--- src/rtl/pmc_map.vh ---
// Address map, field positions, reset values and timing counts of the power-mode controller
//
// Overview of operation
// - External-interrupt wake resumes only after settle delay and interrupt release.
// - Normal: all on; level one: digital regulator and sleep timer on only.
// - Level two: only sleep timer on; level three: everything off.
// - Sleep-timer wake waits the programmed settle delay before the core runs.
// - Core-halt bit set stops every processor clock.
// - Enabled wake interrupt ends core halt; service routine then next instruction.
// - Idle bit set stops processor clocks, peripheral clocks keep running.
// - Non-timer, non-external interrupt clears idle bit and leaves idle.
// - Two-bit level field selects mode; writing go bit arms it, then setting core-halt bit begins it.
// - Hardware reset wakes from any level, about 1001 microseconds to resume.
// - Sleep interval register sets power-down duration ending on sleep-timer wake.
`ifndef PMC_MAP_VH
`define PMC_MAP_VH

`define PMC_ADDR_POWER_CTRL   16'h0087
`define PMC_ADDR_PD_CTRL      16'h22F1
`define PMC_ADDR_SETTLE       16'h22F4
`define PMC_ADDR_SLEEP_INT    16'h22F5
`define PMC_ADDR_STATUS       16'h22F6

`define PMC_IDLE_BIT          0
`define PMC_HALT_BIT          1
`define PMC_LEVEL_LSB         0
`define PMC_LEVEL_MSB         1
`define PMC_GO_BIT            7

`define PMC_POWER_CTRL_RST    8'h00
`define PMC_PD_CTRL_RST       8'h00
`define PMC_SETTLE_RST        8'h11
`define PMC_SLEEP_INT_RST     8'h01

`define PMC_CLK_MHZ           20
`define PMC_RESET_WAKE_NS     1001000
`define PMC_RESET_WAKE_CYC    ((`PMC_RESET_WAKE_NS * `PMC_CLK_MHZ) / 1000)
`define PMC_SLEEP_TICK_CYC    610

`endif

--- src/rtl/pmc_delay_timer.v ---
// Loadable down-counter that reports when a delay has run out
`timescale 1ns/1ps
module pmc_delay_timer #(
  parameter WIDTH = 8
) (
  input  wire             sys_clk,
  input  wire             rst_n,
  input  wire             load,
  input  wire [WIDTH-1:0] loadValue,
  input  wire             tick,
  output wire             done
);
  reg [WIDTH-1:0] count_q;
  reg             busy_q;

  always @(posedge sys_clk) begin
    if (!rst_n) begin
      count_q <= {WIDTH{1'b0}};
      busy_q  <= 1'b0;
    end else if (load) begin
      count_q <= loadValue;
      busy_q  <= 1'b1;
    end else if (busy_q && tick) begin
      if (count_q == {WIDTH{1'b0}}) begin
        busy_q <= 1'b0;
      end else begin
        count_q <= count_q - {{(WIDTH-1){1'b0}}, 1'b1};
      end
    end
  end

  assign done = !busy_q && !load;
endmodule // pmc_delay_timer

--- src/rtl/pmc_power_mode_control.v ---
// Power-mode controller: chip power-down levels, wake sequencing and core halt / idle
`timescale 1ns/1ps
`include "pmc_map.vh"
module pmc_power_mode_control #(
  parameter RESET_WAKE_CYC = `PMC_RESET_WAKE_CYC,
  parameter SLEEP_TICK_CYC = `PMC_SLEEP_TICK_CYC
) (
  input  wire        sys_clk,
  input  wire        rst_n,
  input  wire [15:0] regAddr,
  input  wire [7:0]  regWdata,
  input  wire        regWrite,
  input  wire        regRead,
  output reg  [7:0]  regRdata,
  input  wire        extIrq,
  input  wire        wakeIrq,
  input  wire        idleExitIrq,
  output reg         analogRegOn,
  output reg         digitalRegOn,
  output reg         mainOscOn,
  output reg         sleepTimerOn,
  output reg         cpuClkEn,
  output reg         periphClkEn,
  output reg         cpuResumeIrq
);
  localparam [2:0] ST_BOOT   = 3'h0;
  localparam [2:0] ST_RUN    = 3'h1;
  localparam [2:0] ST_DOWN   = 3'h2;
  localparam [2:0] ST_SETTLE = 3'h3;

  localparam [1:0] SRC_NONE  = 2'h0;
  localparam [1:0] SRC_SLEEP = 2'h1;
  localparam [1:0] SRC_EXT   = 2'h2;
  localparam [1:0] SRC_RESET = 2'h3;

  localparam [1:0] LVL_NORMAL = 2'h0;
  localparam [1:0] LVL_THREE  = 2'h3;

  localparam integer RESET_WAKE_LAST = RESET_WAKE_CYC - 1;
  localparam integer SLEEP_TICK_END  = SLEEP_TICK_CYC - 1;
  localparam [14:0]  RESET_WAKE_LOAD = RESET_WAKE_LAST[14:0];
  localparam [9:0]   SLEEP_TICK_LAST = SLEEP_TICK_END[9:0];
  localparam [7:0]   POWER_CTRL_RST  = `PMC_POWER_CTRL_RST;
  localparam [7:0]   PD_CTRL_RST     = `PMC_PD_CTRL_RST;

  // Domain enables {analog reg, digital reg, main osc, sleep timer} per level
  function [3:0] levelPower;
    input [1:0] level;
    begin
      case (level)
        2'h0:    levelPower = 4'hF;
        2'h1:    levelPower = 4'h5;
        2'h2:    levelPower = 4'h1;
        2'h3:    levelPower = 4'h0;
        default: levelPower = 4'hF;
      endcase
    end
  endfunction

  function isAddr;
    input [15:0] addr;
    input [15:0] target;
    begin
      isAddr = (addr == target);
    end
  endfunction

  reg  [2:0] state_q;
  reg  [2:0] state_d;
  reg  [1:0] wakeSrc_q;
  reg        haltBit_q;
  reg        idleBit_q;
  reg  [1:0] level_q;
  reg        goArmed_q;
  reg  [7:0] settleDelay_q;
  reg  [7:0] sleepInterval_q;
  reg  [7:0] sleepCount_q;
  reg  [9:0] tickDiv_q;
  wire       sleepTick;
  wire       settleDone;
  wire       bootDone;
  wire       wrPowerCtrl;
  wire       wrPdCtrl;
  wire       enterDown;
  wire       sleepExpired;
  wire       extWakeDown;
  wire       settleLoad;
  wire       settleExit;
  wire [3:0] powerNow;
  wire       haltHold;
  reg        bootStart_q;

  assign wrPowerCtrl = regWrite && isAddr(regAddr, `PMC_ADDR_POWER_CTRL);
  assign wrPdCtrl    = regWrite && isAddr(regAddr, `PMC_ADDR_PD_CTRL);

  // Sleep oscillator rate, one pulse per tick
  always @(posedge sys_clk) begin
    if (!rst_n) begin
      tickDiv_q <= 10'h000;
    end else if (tickDiv_q == SLEEP_TICK_LAST) begin
      tickDiv_q <= 10'h000;
    end else begin
      tickDiv_q <= tickDiv_q + 10'h001;
    end
  end
  assign sleepTick = (tickDiv_q == SLEEP_TICK_LAST);

  assign enterDown    = (state_q == ST_RUN) && goArmed_q && haltBit_q;
  assign sleepExpired = (state_q == ST_DOWN) && (level_q != LVL_THREE) && sleepTick
                        && (sleepCount_q >= sleepInterval_q - 8'h01);
  assign extWakeDown  = (state_q == ST_DOWN) && extIrq;
  assign settleLoad   = extWakeDown || (sleepExpired && !extIrq);
  // External wake also waits for the interrupt line to be released
  assign settleExit   = (state_q == ST_SETTLE) && settleDone
                        && !((wakeSrc_q == SRC_EXT) && extIrq);

  pmc_delay_timer #(
    .WIDTH (8)
  ) uSettle (
    .sys_clk   (sys_clk),
    .rst_n     (rst_n),
    .load      (settleLoad),
    .loadValue (settleDelay_q),
    .tick      (sleepTick),
    .done      (settleDone)
  );

  pmc_delay_timer #(
    .WIDTH (15)
  ) uResetWake (
    .sys_clk   (sys_clk),
    .rst_n     (rst_n),
    .load      (bootStart_q),
    .loadValue (RESET_WAKE_LOAD),
    .tick      (1'b1),
    .done      (bootDone)
  );

  always @(posedge sys_clk) begin
    if (!rst_n) begin
      bootStart_q <= 1'b1;
    end else begin
      bootStart_q <= 1'b0;
    end
  end

  always @* begin
    state_d = state_q;
    case (state_q)
      ST_BOOT: begin
        if (bootDone && !bootStart_q) begin
          state_d = ST_RUN;
        end
      end
      ST_RUN: begin
        if (enterDown) begin
          state_d = ST_DOWN;
        end
      end
      ST_DOWN: begin
        if (settleLoad) begin
          state_d = ST_SETTLE;
        end
      end
      ST_SETTLE: begin
        if (settleExit) begin
          state_d = ST_RUN;
        end
      end
      default: begin
        state_d = ST_BOOT;
      end
    endcase
  end

  always @(posedge sys_clk) begin
    if (!rst_n) begin
      state_q   <= ST_BOOT;
      wakeSrc_q <= SRC_RESET;
    end else begin
      state_q <= state_d;
      if (extWakeDown) begin
        wakeSrc_q <= SRC_EXT;
      end else if (sleepExpired) begin
        wakeSrc_q <= SRC_SLEEP;
      end else if (enterDown) begin
        wakeSrc_q <= SRC_NONE;
      end
    end
  end

  // Sleep interval count in power-down while the sleep timer is powered
  always @(posedge sys_clk) begin
    if (!rst_n) begin
      sleepCount_q <= 8'h00;
    end else if (state_q != ST_DOWN) begin
      sleepCount_q <= 8'h00;
    end else if (sleepTick && (level_q != LVL_THREE)) begin
      sleepCount_q <= sleepCount_q + 8'h01;
    end
  end

  // Control registers; a software set beats a same-cycle hardware clear
  always @(posedge sys_clk) begin
    if (!rst_n) begin
      haltBit_q       <= POWER_CTRL_RST[`PMC_HALT_BIT];
      idleBit_q       <= POWER_CTRL_RST[`PMC_IDLE_BIT];
      level_q         <= PD_CTRL_RST[`PMC_LEVEL_MSB:`PMC_LEVEL_LSB];
      goArmed_q       <= 1'b0;
      settleDelay_q   <= `PMC_SETTLE_RST;
      sleepInterval_q <= `PMC_SLEEP_INT_RST;
    end else begin
      if (wrPowerCtrl && regWdata[`PMC_HALT_BIT]) begin
        haltBit_q <= 1'b1;
      end else if (wrPowerCtrl) begin
        haltBit_q <= 1'b0;
      end else if (settleExit || ((state_q == ST_RUN) && !goArmed_q && wakeIrq)) begin
        haltBit_q <= 1'b0;
      end
      if (wrPowerCtrl && regWdata[`PMC_IDLE_BIT]) begin
        idleBit_q <= 1'b1;
      end else if (wrPowerCtrl || idleExitIrq) begin
        idleBit_q <= 1'b0;
      end
      if (wrPdCtrl) begin
        level_q   <= regWdata[`PMC_LEVEL_MSB:`PMC_LEVEL_LSB];
        goArmed_q <= regWdata[`PMC_GO_BIT]
                     && (regWdata[`PMC_LEVEL_MSB:`PMC_LEVEL_LSB] != LVL_NORMAL);
      end else if (enterDown) begin
        goArmed_q <= 1'b0;
      end
      if (regWrite && isAddr(regAddr, `PMC_ADDR_SETTLE)) begin
        settleDelay_q <= regWdata;
      end
      if (regWrite && isAddr(regAddr, `PMC_ADDR_SLEEP_INT)) begin
        sleepInterval_q <= regWdata;
      end
    end
  end

  assign powerNow = (state_q == ST_DOWN) ? levelPower(level_q) : levelPower(LVL_NORMAL);

  // Halt ends on the wake exit edge, so clocks return beside the resume pulse
  assign haltHold = haltBit_q && !settleExit;

  // Registered enables change only on the clock edge, so gated clocks never glitch
  always @(posedge sys_clk) begin
    if (!rst_n) begin
      analogRegOn  <= 1'b1;
      digitalRegOn <= 1'b1;
      mainOscOn    <= 1'b1;
      sleepTimerOn <= 1'b1;
      cpuClkEn     <= 1'b0;
      periphClkEn  <= 1'b0;
      cpuResumeIrq <= 1'b0;
    end else begin
      analogRegOn  <= powerNow[3];
      digitalRegOn <= powerNow[2];
      mainOscOn    <= powerNow[1];
      sleepTimerOn <= powerNow[0];
      cpuClkEn     <= (state_d == ST_RUN) && !haltHold && !idleBit_q;
      periphClkEn  <= (state_d == ST_RUN) && !haltHold;
      cpuResumeIrq <= settleExit;
    end
  end

  always @(posedge sys_clk) begin
    if (!rst_n) begin
      regRdata <= 8'h00;
    end else if (!regRead) begin
      regRdata <= 8'h00;
    end else begin
      case (regAddr)
        `PMC_ADDR_POWER_CTRL: regRdata <= {6'h00, haltBit_q, idleBit_q};
        `PMC_ADDR_PD_CTRL:    regRdata <= {6'h00, level_q};
        `PMC_ADDR_SETTLE:     regRdata <= settleDelay_q;
        `PMC_ADDR_SLEEP_INT:  regRdata <= sleepInterval_q;
        `PMC_ADDR_STATUS:     regRdata <= {2'h0, goArmed_q, wakeSrc_q, state_q};
        default:              regRdata <= 8'h00;
      endcase
    end
  end
endmodule // pmc_power_mode_control
--- config.mk ---
export PLATFORM = sky130hd
export DESIGN_NAME = pmc_power_mode_control
export DESIGN_NICKNAME = d
export VERILOG_FILES = /design/src/rtl/pmc_delay_timer.v /design/src/rtl/pmc_power_mode_control.v
export VERILOG_INCLUDE_DIRS = /design/src /design/src/rtl
export SDC_FILE = /design/constraint.sdc
export NUM_CORES = 1
export LEC_CHECK = 0
export ABC_CLOCK_PERIOD_IN_PS = 3300
export BUFFER_PORTS_ARGS = -buffer_cell sky130_fd_sc_hd__buf_2
export CAP_MARGIN = 20
export CORE_UTILIZATION = 58
export CTS_CLUSTER_DIAMETER = 50
export DETAILED_ROUTE_END_ITERATION = 16
export PLACE_DENSITY = 0.79
export SLEW_MARGIN = 20
export SYNTH_ARGS = -nofsm -noshare
export SYNTH_HDL_FRONTEND = slang
export SYNTH_SLANG_ARGS = --single-unit
export TNS_END_PERCENT = 100
--- constraint.sdc ---
create_clock -name sys_clk -period 3.3 [get_ports sys_clk]
set_input_delay 0.66 -clock sys_clk [delete_from_list [all_inputs] [get_ports sys_clk]]
set_output_delay 0.66 -clock sys_clk [all_outputs]
set_load 0.005 [all_outputs]
==> summary.md, run 1 <==
| Metric | Value |
|---|---|
| Status | finished clean |
| Worst skew pair latency | 0.35 ns |
| Layout Nets | 553 |
| Remaining antenna violation count | 0 |
| Vias/cell | 5.83 |
| Top cell type's share of synthesized area | 40.9% |
| Syn Area/Cell | 8.87 sq um |
| Period minus WS final | 2.77 ns |
| Slew headroom | 27.0% |
| Area contributors post-synth | dfxtp_1 (41%), nor2_1 (5.7%), xor2_1 (4.7%) |
| # rows | 30 |
| Vias post-DR | 3547 |
| Cell taking the most area after synthesis | dfxtp_1 |
| Xor and xnor area share after synthesis | 8.30% |
| Vias in the first global route | 3274 |
| PortBufs | 45 |
| Die area | 0.00744 sq mm |
| Crit Path Max Fanout | 12 |
| Post-synth EDFFs | 0 |
| Initial detailed-routing violation count | 215 |
| CP Launch Type | register |
| Final Hold Viols | 0 |
| # IOs | 46 |
| Crit path capture type | register |
| H-tree levels | 3 |
| Synth Area in Simple Gates | 25.1% |
| Antenna violations before repair | 0 |
| Die Span Y | 86.2 microns |
| First-pass GRT wire length | 15.3 mm |
| Placed insts | 592 |
| Max-slew violations | 0 |
| Post-CTS sizing | 0 |
| Number of maximum-capacitance violations | 0 |
| VDD IR max | 0.311 mV |
| Async set or reset register ratio after synthesis | 0% |
| CTS Buf Count | 9 |
| Main synth FF type | dfxtp_1 |
| Die Wd | 86.2 microns |
| Skew final | 0.00987 ns |
| Root buf cell | clkbuf_8 |
| # DRC | 0 |
| HPWL after detailed placement | 6.97 mm |
| CTS tree | built |
| Initial Util | 60.2% |
| Largest family of logic cells by synthesized area | simple AND/OR/NAND/NOR gates |
| Final worst-path cycle share | 83.8% |
| Setup TNS | 0 ns |
| Sequential-to-total area share from yosys stat | 40.9% |
| Critical Path AT | 3.05 ns |
| DR WL/cell | 15.3 microns |
| Flops & latches, synth | 84 |
| CTS max path bufs | 2 |
| Final WL | 9.30 mm |
| Share of layout cells above drive strength 1 | 15.0% |
| Post-Syn Area | 0.00412 sq mm |
| Mux contribution to synthesized area | 5.11% |
| Adder-Cell Fraction of Synth Area | 4.56% |
| Setup CP Type | register to register |
| Cells after synthesis | 464 |
| Ant diodes | 0 |
| Yosys warns | 0 |
| TritonRoute pass-1 iters | 6 |
| Top cells by count, synth | dfxtp_1 (84), nor2_1 (62), nand2_1 (36) |
| # clock sinks | 84 |
| Req. time, crit path | 3.59 ns |
| Grt ovf | 0 |
| Worst-path clk slew | 0.09 ns |
| Mapped Nets | 510 |
| Endpoints failing setup | 0 |
| Worst Tran Pin Value | 1.08 ns |
| Cell with the most instances after synthesis | dfxtp_1 |
| Pwr dens | 401 mW/mm^2 |
| Layout Cells excl Fill | 608 |
| Synth unique cells | 59 |
| Tot GR Track Use | 26.5% |
| Post-CTS setup buffers | 0 |
| Fmax achieved | 361 MHz |
| LEAKAGE | 1.76 nW |
| GPL Wtd Cong | 0.892 |
| Largest net degree at the start of global routing | 28 |
| Worst min path class | register to register |
| Synth-to-Final Area Change | 11.5% |
| RSZ-0062 raised after global routing | no |
| Compound-gate portion of the synthesized area | 12.4% |
| Core ar. | 0.00683 sq mm |
| Hold_buf cts | 0 |
[state kept, by name, summed over array words and instances, names as in the netlist]
| name | cells |
|---|---|
| state_q | 3 |
| goArmed_q | 1 |
| regRdata | 8 |
| haltBit_q | 1 |
| uResetWake.busy_q | 1 |
| cpuResumeIrq | 1 |
| level_q | 2 |
| bootStart_q | 1 |
| sleepTimerOn | 1 |
| periphClkEn | 1 |
| uResetWake.count_q | 15 |
| sleepInterval_q | 8 |
| uSettle.count_q | 8 |
| settleDelay_q | 8 |
| sleepCount_q | 8 |
| cpuClkEn | 1 |
| wakeSrc_q | 2 |
| idleBit_q | 1 |
| analogRegOn | 1 |
| tickDiv_q | 10 |
| digitalRegOn | 1 |
| uSettle.busy_q | 1 |
[per-stage QoR]
step	area (sq um)	hold slack (ns)	setup slack, ns	total power [mW]	utilization [%]
floorplan	4120	0.443	0.841	1.16	-
global placement	4410	0.459	0.657	1.20	64.6
detailed placement	4410	0.477	0.602	1.21	64.6
CTS	4590	0.498	0.571	1.86	67.2
global route	4590	0.519	0.385	1.91	67.2
finish	4590	0.490	0.533	1.84	67.2
[worst max-delay path, cell delays in order, from the launching register on]
cell and delay, ns:
dfxtp_1 0.42, inv_1 0.09, ha_1 0.24, xnor2_1 0.13, ha_1 0.29, a211oi_1 0.22
o21ai_1 0.17, a2111oi_4 0.63, or3_4 0.32, mux2i_1 0.18
[cells in the final DEF (no fill, tap or decap), types with 4 or more instances in the layout]
cell type / count
nor4_1: 11
nand2_1: 36
o41ai_1: 7
o21ai_1: 5
a22oi_1: 4
nand3_1: 27
mux2i_1: 12
xor2_1: 22
and3_1: 5
clkbuf_8: 10
mux2_1: 6
or4_1: 4
o21ai_0: 6
nor3_1: 10
nor2_1: 62
a21oi_1: 29
buf_4: 5
inv_1: 15
ha_1: 15
xnor2_1: 17
dfxtp_1: 84
buf_2: 45
nand4_1: 14
[final timing paths]
| check | startpoint | to | slack (ns) | cells past startpoint |
|---|---|---|---|---|
| max | sleepInterval_q[0] | uSettle.count_q[1] | 0.53 | 9 |
| max reg2reg | sleepInterval_q[0] | uSettle.count_q[1] | 0.53 | 9 |
| min reg2reg | tickDiv_q[0] | tickDiv_q[0] | 0.49 | 1 |
| min | tickDiv_q[0] | tickDiv_q[0] | 0.49 | 1 |
[layer usage]
layer / vias up / GRT usage (%) / part of all wire [%]
li1: 1761 / - / -
met1: 1661 / 32.7 / 43
met2: 105 / 43.9 / 47
met3: 20 / 6.67 / 6.5
met4: 0 / 11.7 / 2.7
met5: - / 0 / 0
[cells by family after synthesis]
family,Yosys count
other,1
AO/OA/AOI/OAI,72
multiplexers,20
XOR/XNOR,39
flip-flops,84
buffers and inverters,34
AND/OR/NAND/NOR,199
adder cells (fa/ha/maj),15
[cell type report]
type	count	area, sq um
Clock buffer	11	141
Clock inverter	5	37.5
Fill cell	618	2240
Inverter	16	60.1
Multi-Input combinational cell	346	2290
Sequential cell	84	1680
Tap cell	96	120
Timing Repair Buffer	50	263
[where the power goes]
part	internal (mW)	total (mW)	switching (mW)
Sequential	1.03	1.05	0.0204
Clock	0.295	0.655	0.360
Combinational	0.0566	0.133	0.0768
(Power assumes the default switching activity.)
==> run 2: changes to the inputs <==
- ABC_CLOCK_PERIOD_IN_PS: 3300 -> 2600
- clock period: 3.3 -> 2.6 ns (I/O delays scaled with it)
==> run 2 against run 1 <==
  * First-iteration DRC count fell by 25%
  * Core utilization rose by 2.1 points
  * Via count rose by 3.5%
  * Worst setup slack got worse by 0.43 ns
  * Clock skew barely moved
  * Cell area rose by 3.2%
  * Routed wire length rose by 2.9%
  * Combinational power rose by 29%
  * Clock-buffer cell count fell by 2
  * Non-clock buffer count rose by 12
  * Sequential share of layout area fell by 1.1 points
  * Total power rose by 33%
  * Critical endpoint is now cpuClkEn
==> summary.md, run 2 (synthesis gave the netlist of run 1 again) <==
| Metric | Value |
|---|---|
| Largest net degree at the start of global routing | 21 (was 28) |
| GR Util met2 | 45.2% (was 43.9%) |
| Skew final | 0.00979 ns (was 0.00987 ns) |
| Synth-to-Final Area Change | 15.1% (was 11.5%) |
| Crit Path Max Fanout | 8 (was 12) |
| Setup TNS | 0 ns (unchanged) |
| Setup CP Type | register to register (unchanged) |
| Grt ovf | 0 (unchanged) |
| Vias/cell | 5.92 (was 5.83) |
| Initial detailed-routing violation count | 161 (was 215) |
| Req. time, crit path | 2.89 ns (was 3.59 ns) |
| Slew headroom | 54.7% (was 27.0%) |
| CTS max path bufs | 2 (unchanged) |
| Die Span Y | 86.2 microns (unchanged) |
| Hold_ws | 0.409 ns (was 0.490 ns) |
| Share of layout cells above drive strength 1 | 18.5% (was 15.0%) |
| Top reg by flops | uResetWake.count_q (unchanged) |
| # clock sinks | 84 (unchanged) |
| Initial Util | 60.2% (unchanged) |
| Status | finished clean (unchanged) |
| Pwr dens | 516 mW/mm^2 (was 401 mW/mm^2) |
| CP Launch Type | register (unchanged) |
| LEAKAGE | 1.84 nW (was 1.76 nW) |
| Vias post-DR | 3672 (was 3547) |
| Vias in the first global route | 3409 (was 3274) |
| Number of maximum-capacitance violations | 0 (unchanged) |
| Top flop regs | uResetWake.count_q (15), tickDiv_q (10) (unchanged) |
| Endpoints failing setup | 0 (unchanged) |
| Finished Core Util | 69.3% (was 67.2%) |
| VDD IR max | 0.361 mV (was 0.311 mV) |
| Post-place setup slack | 0.0412 ns (was 0.602 ns) |
| Final worst slack | 0.103 ns (was 0.533 ns) |
| CP Launch Point | sleepInterval_q[3] (was sleepInterval_q[0]) |
| Final WL | 9.56 mm (was 9.30 mm) |
| # IOs | 46 (unchanged) |
| TritonRoute pass-1 iters | 5 (was 6) |
| CP endpoint | cpuClkEn (was uSettle.count_q[1]) |
| # rows | 30 (unchanged) |
| Tot GR Track Use | 26.9% (was 26.5%) |
| # DRC | 0 (unchanged) |
| Final Hold Viols | 0 (unchanged) |
| Reg-to-reg startpoint | sleepInterval_q[3] (was sleepInterval_q[0]) |
| Root buf cell | clkbuf_8 (unchanged) |
| Worst-path clk slew | 0.09 ns (about the same) |
| Period minus WS final | 2.50 ns (was 2.77 ns) |
| Antenna violations before repair | 0 (unchanged) |
| Fmax achieved | 400 MHz (was 361 MHz) |
| Max-slew violations | 0 (unchanged) |
| Crit path capture type | register (unchanged) |
| Final worst-path cycle share | 96.0% (was 83.8%) |
| Die area | 0.00744 sq mm (unchanged) |
| Critical Path AT | 2.79 ns (was 3.05 ns) |
| Core ar. | 0.00683 sq mm (unchanged) |
| FILL cells | 580 (was 618) |
| FF-to-FF setup slack | 0.10 ns (was 0.53 ns) |
| H-tree levels | 3 (unchanged) |
| Met3 GRT Util | 4.29% (was 6.67%) |
| HPWL after detailed placement | 7.14 mm (was 6.97 mm) |
| CTS tree | built (unchanged) |
| First-pass GRT wire length | 15.5 mm (was 15.3 mm) |
| Max reg flops | 15 (unchanged) |
| Ant diodes | 0 (unchanged) |
| Reg-to-Reg End | cpuClkEn (was uSettle.count_q[1]) |
| Commonest non-fill, non-tap cells in the layout | dfxtp_1 (82), nor2_1 (60), buf_2 (45), nand2_1 (36), a21oi_1 (29) (was dfxtp_1 (84), nor2_1 (62), buf_2 (45), nand2_1 (36), a21oi_1 (29)) |
| Worst skew pair latency | 0.36 ns (was 0.35 ns) |
| Die Wd | 86.2 microns (unchanged) |
| Worst R2R Path Depth | 11 (was 9) |
| Most common cell after layout, fill and taps aside | dfxtp_1 (unchanged) |
| Worst min path class | input port to register (was register to register) |
| Worst Tran Pin Value | 0.679 ns (was 1.08 ns) |
| Gr busiest metal | met2 (unchanged) |
| PortBufs | 45 (unchanged) |
| Layout Nets | 565 (was 553) |
| GR Layer Usage met1 | 33.6% (was 32.7%) |
| Remaining antenna violation count | 0 (unchanged) |
| GPL Wtd Cong | 0.956 (was 0.892) |
| CTS Buf Count | 9 (unchanged) |
| DR WL/cell | 15.4 microns (was 15.3 microns) |
run 2: cell types whose count changed in the layout (fill, tap and decap cells not counted), moves of 2 or more:
cell     previous run  this run
buf_4               5        16
dfxtp_1            84        82
dfxtp_2             0         2
nor2_1             62        60
nor2_2              0         2
run 2: final cells by class:
cell class              count  area (sq um)  share of cell area [%]
clock buffers               9           124                    2.62
flip-flops and latches     84          1680                    35.6
well taps                  96           120                    2.54
multi-input cells         346          2310                    48.7
repair buffers             62           365                    7.71
inverters                  16          60.1                    1.27
clock inverters             7          76.3                    1.61
run 2: worst min path at each step:
| stage | cells past startpoint | slack (ns) | start | endpoint |
|---|---|---|---|---|
| after floorplan | 1 | 0.44 | level_q[1] | digitalRegOn |
| after global placement | 1 | 0.46 | tickDiv_q[0] | tickDiv_q[0] |
| after detailed placement | 2 | 0.47 | sleepInterval_q[7] | sleepInterval_q[7] |
| after CTS | 3 | 0.40 | regWdata[4] | settleDelay_q[4] |
| after global routing | 3 | 0.42 | regWdata[4] | settleDelay_q[4] |
| final | 3 | 0.41 | regWdata[4] | settleDelay_q[4] |
run 2: per-layer routing:
layer	vias up	routed length [microns]
met4	0	348
met2	135	4490
li1	1785	-
met5	-	0
met1	1720	4070
met3	32	649
run 2: worst max-delay path, cell delays in order, from the launching register on:
cell	delay [ns]
dfxtp_1	0.38
nor2_1	0.16
nor4b_1	0.31
xnor2_1	0.12
ha_1	0.30
nand4_1	0.12
nor2_2	0.16
buf_4	0.13
a2111oi_4	0.06
or3_4	0.41
buf_12	0.16
a21oi_1	0.12
run 2: power by group:
group	total, mW	switching, mW	leakage [nW]	internal (mW)
registers	1.33	0.0254	0.682	1.31
clock network	0.940	0.492	0.0958	0.448
logic	0.172	0.0985	1.06	0.0738
total	2.45	0.615	1.84	1.83
run 2: timing repair:
| item | in CTS | in global routing |
|---|---|---|
| setup endpoints to repair | 0 | 13 |
| buffers inserted | 0 | 2 |
| resized for setup | 0 | 7 |
| hold buffers | 0 | 0 |
run 2: metrics by stage:
stage | area (sq um) | instances | power, mW
6_report | 4740 | 620 | 2.45
2_1_floorplan | 4120 | 464 | 1.47
4_1_cts | 4690 | 618 | 2.45
5_1_grt | 4740 | 620 | 2.54
3_3_place_gp | 4490 | 602 | 1.53
3_5_place_dp | 4490 | 602 | 1.53
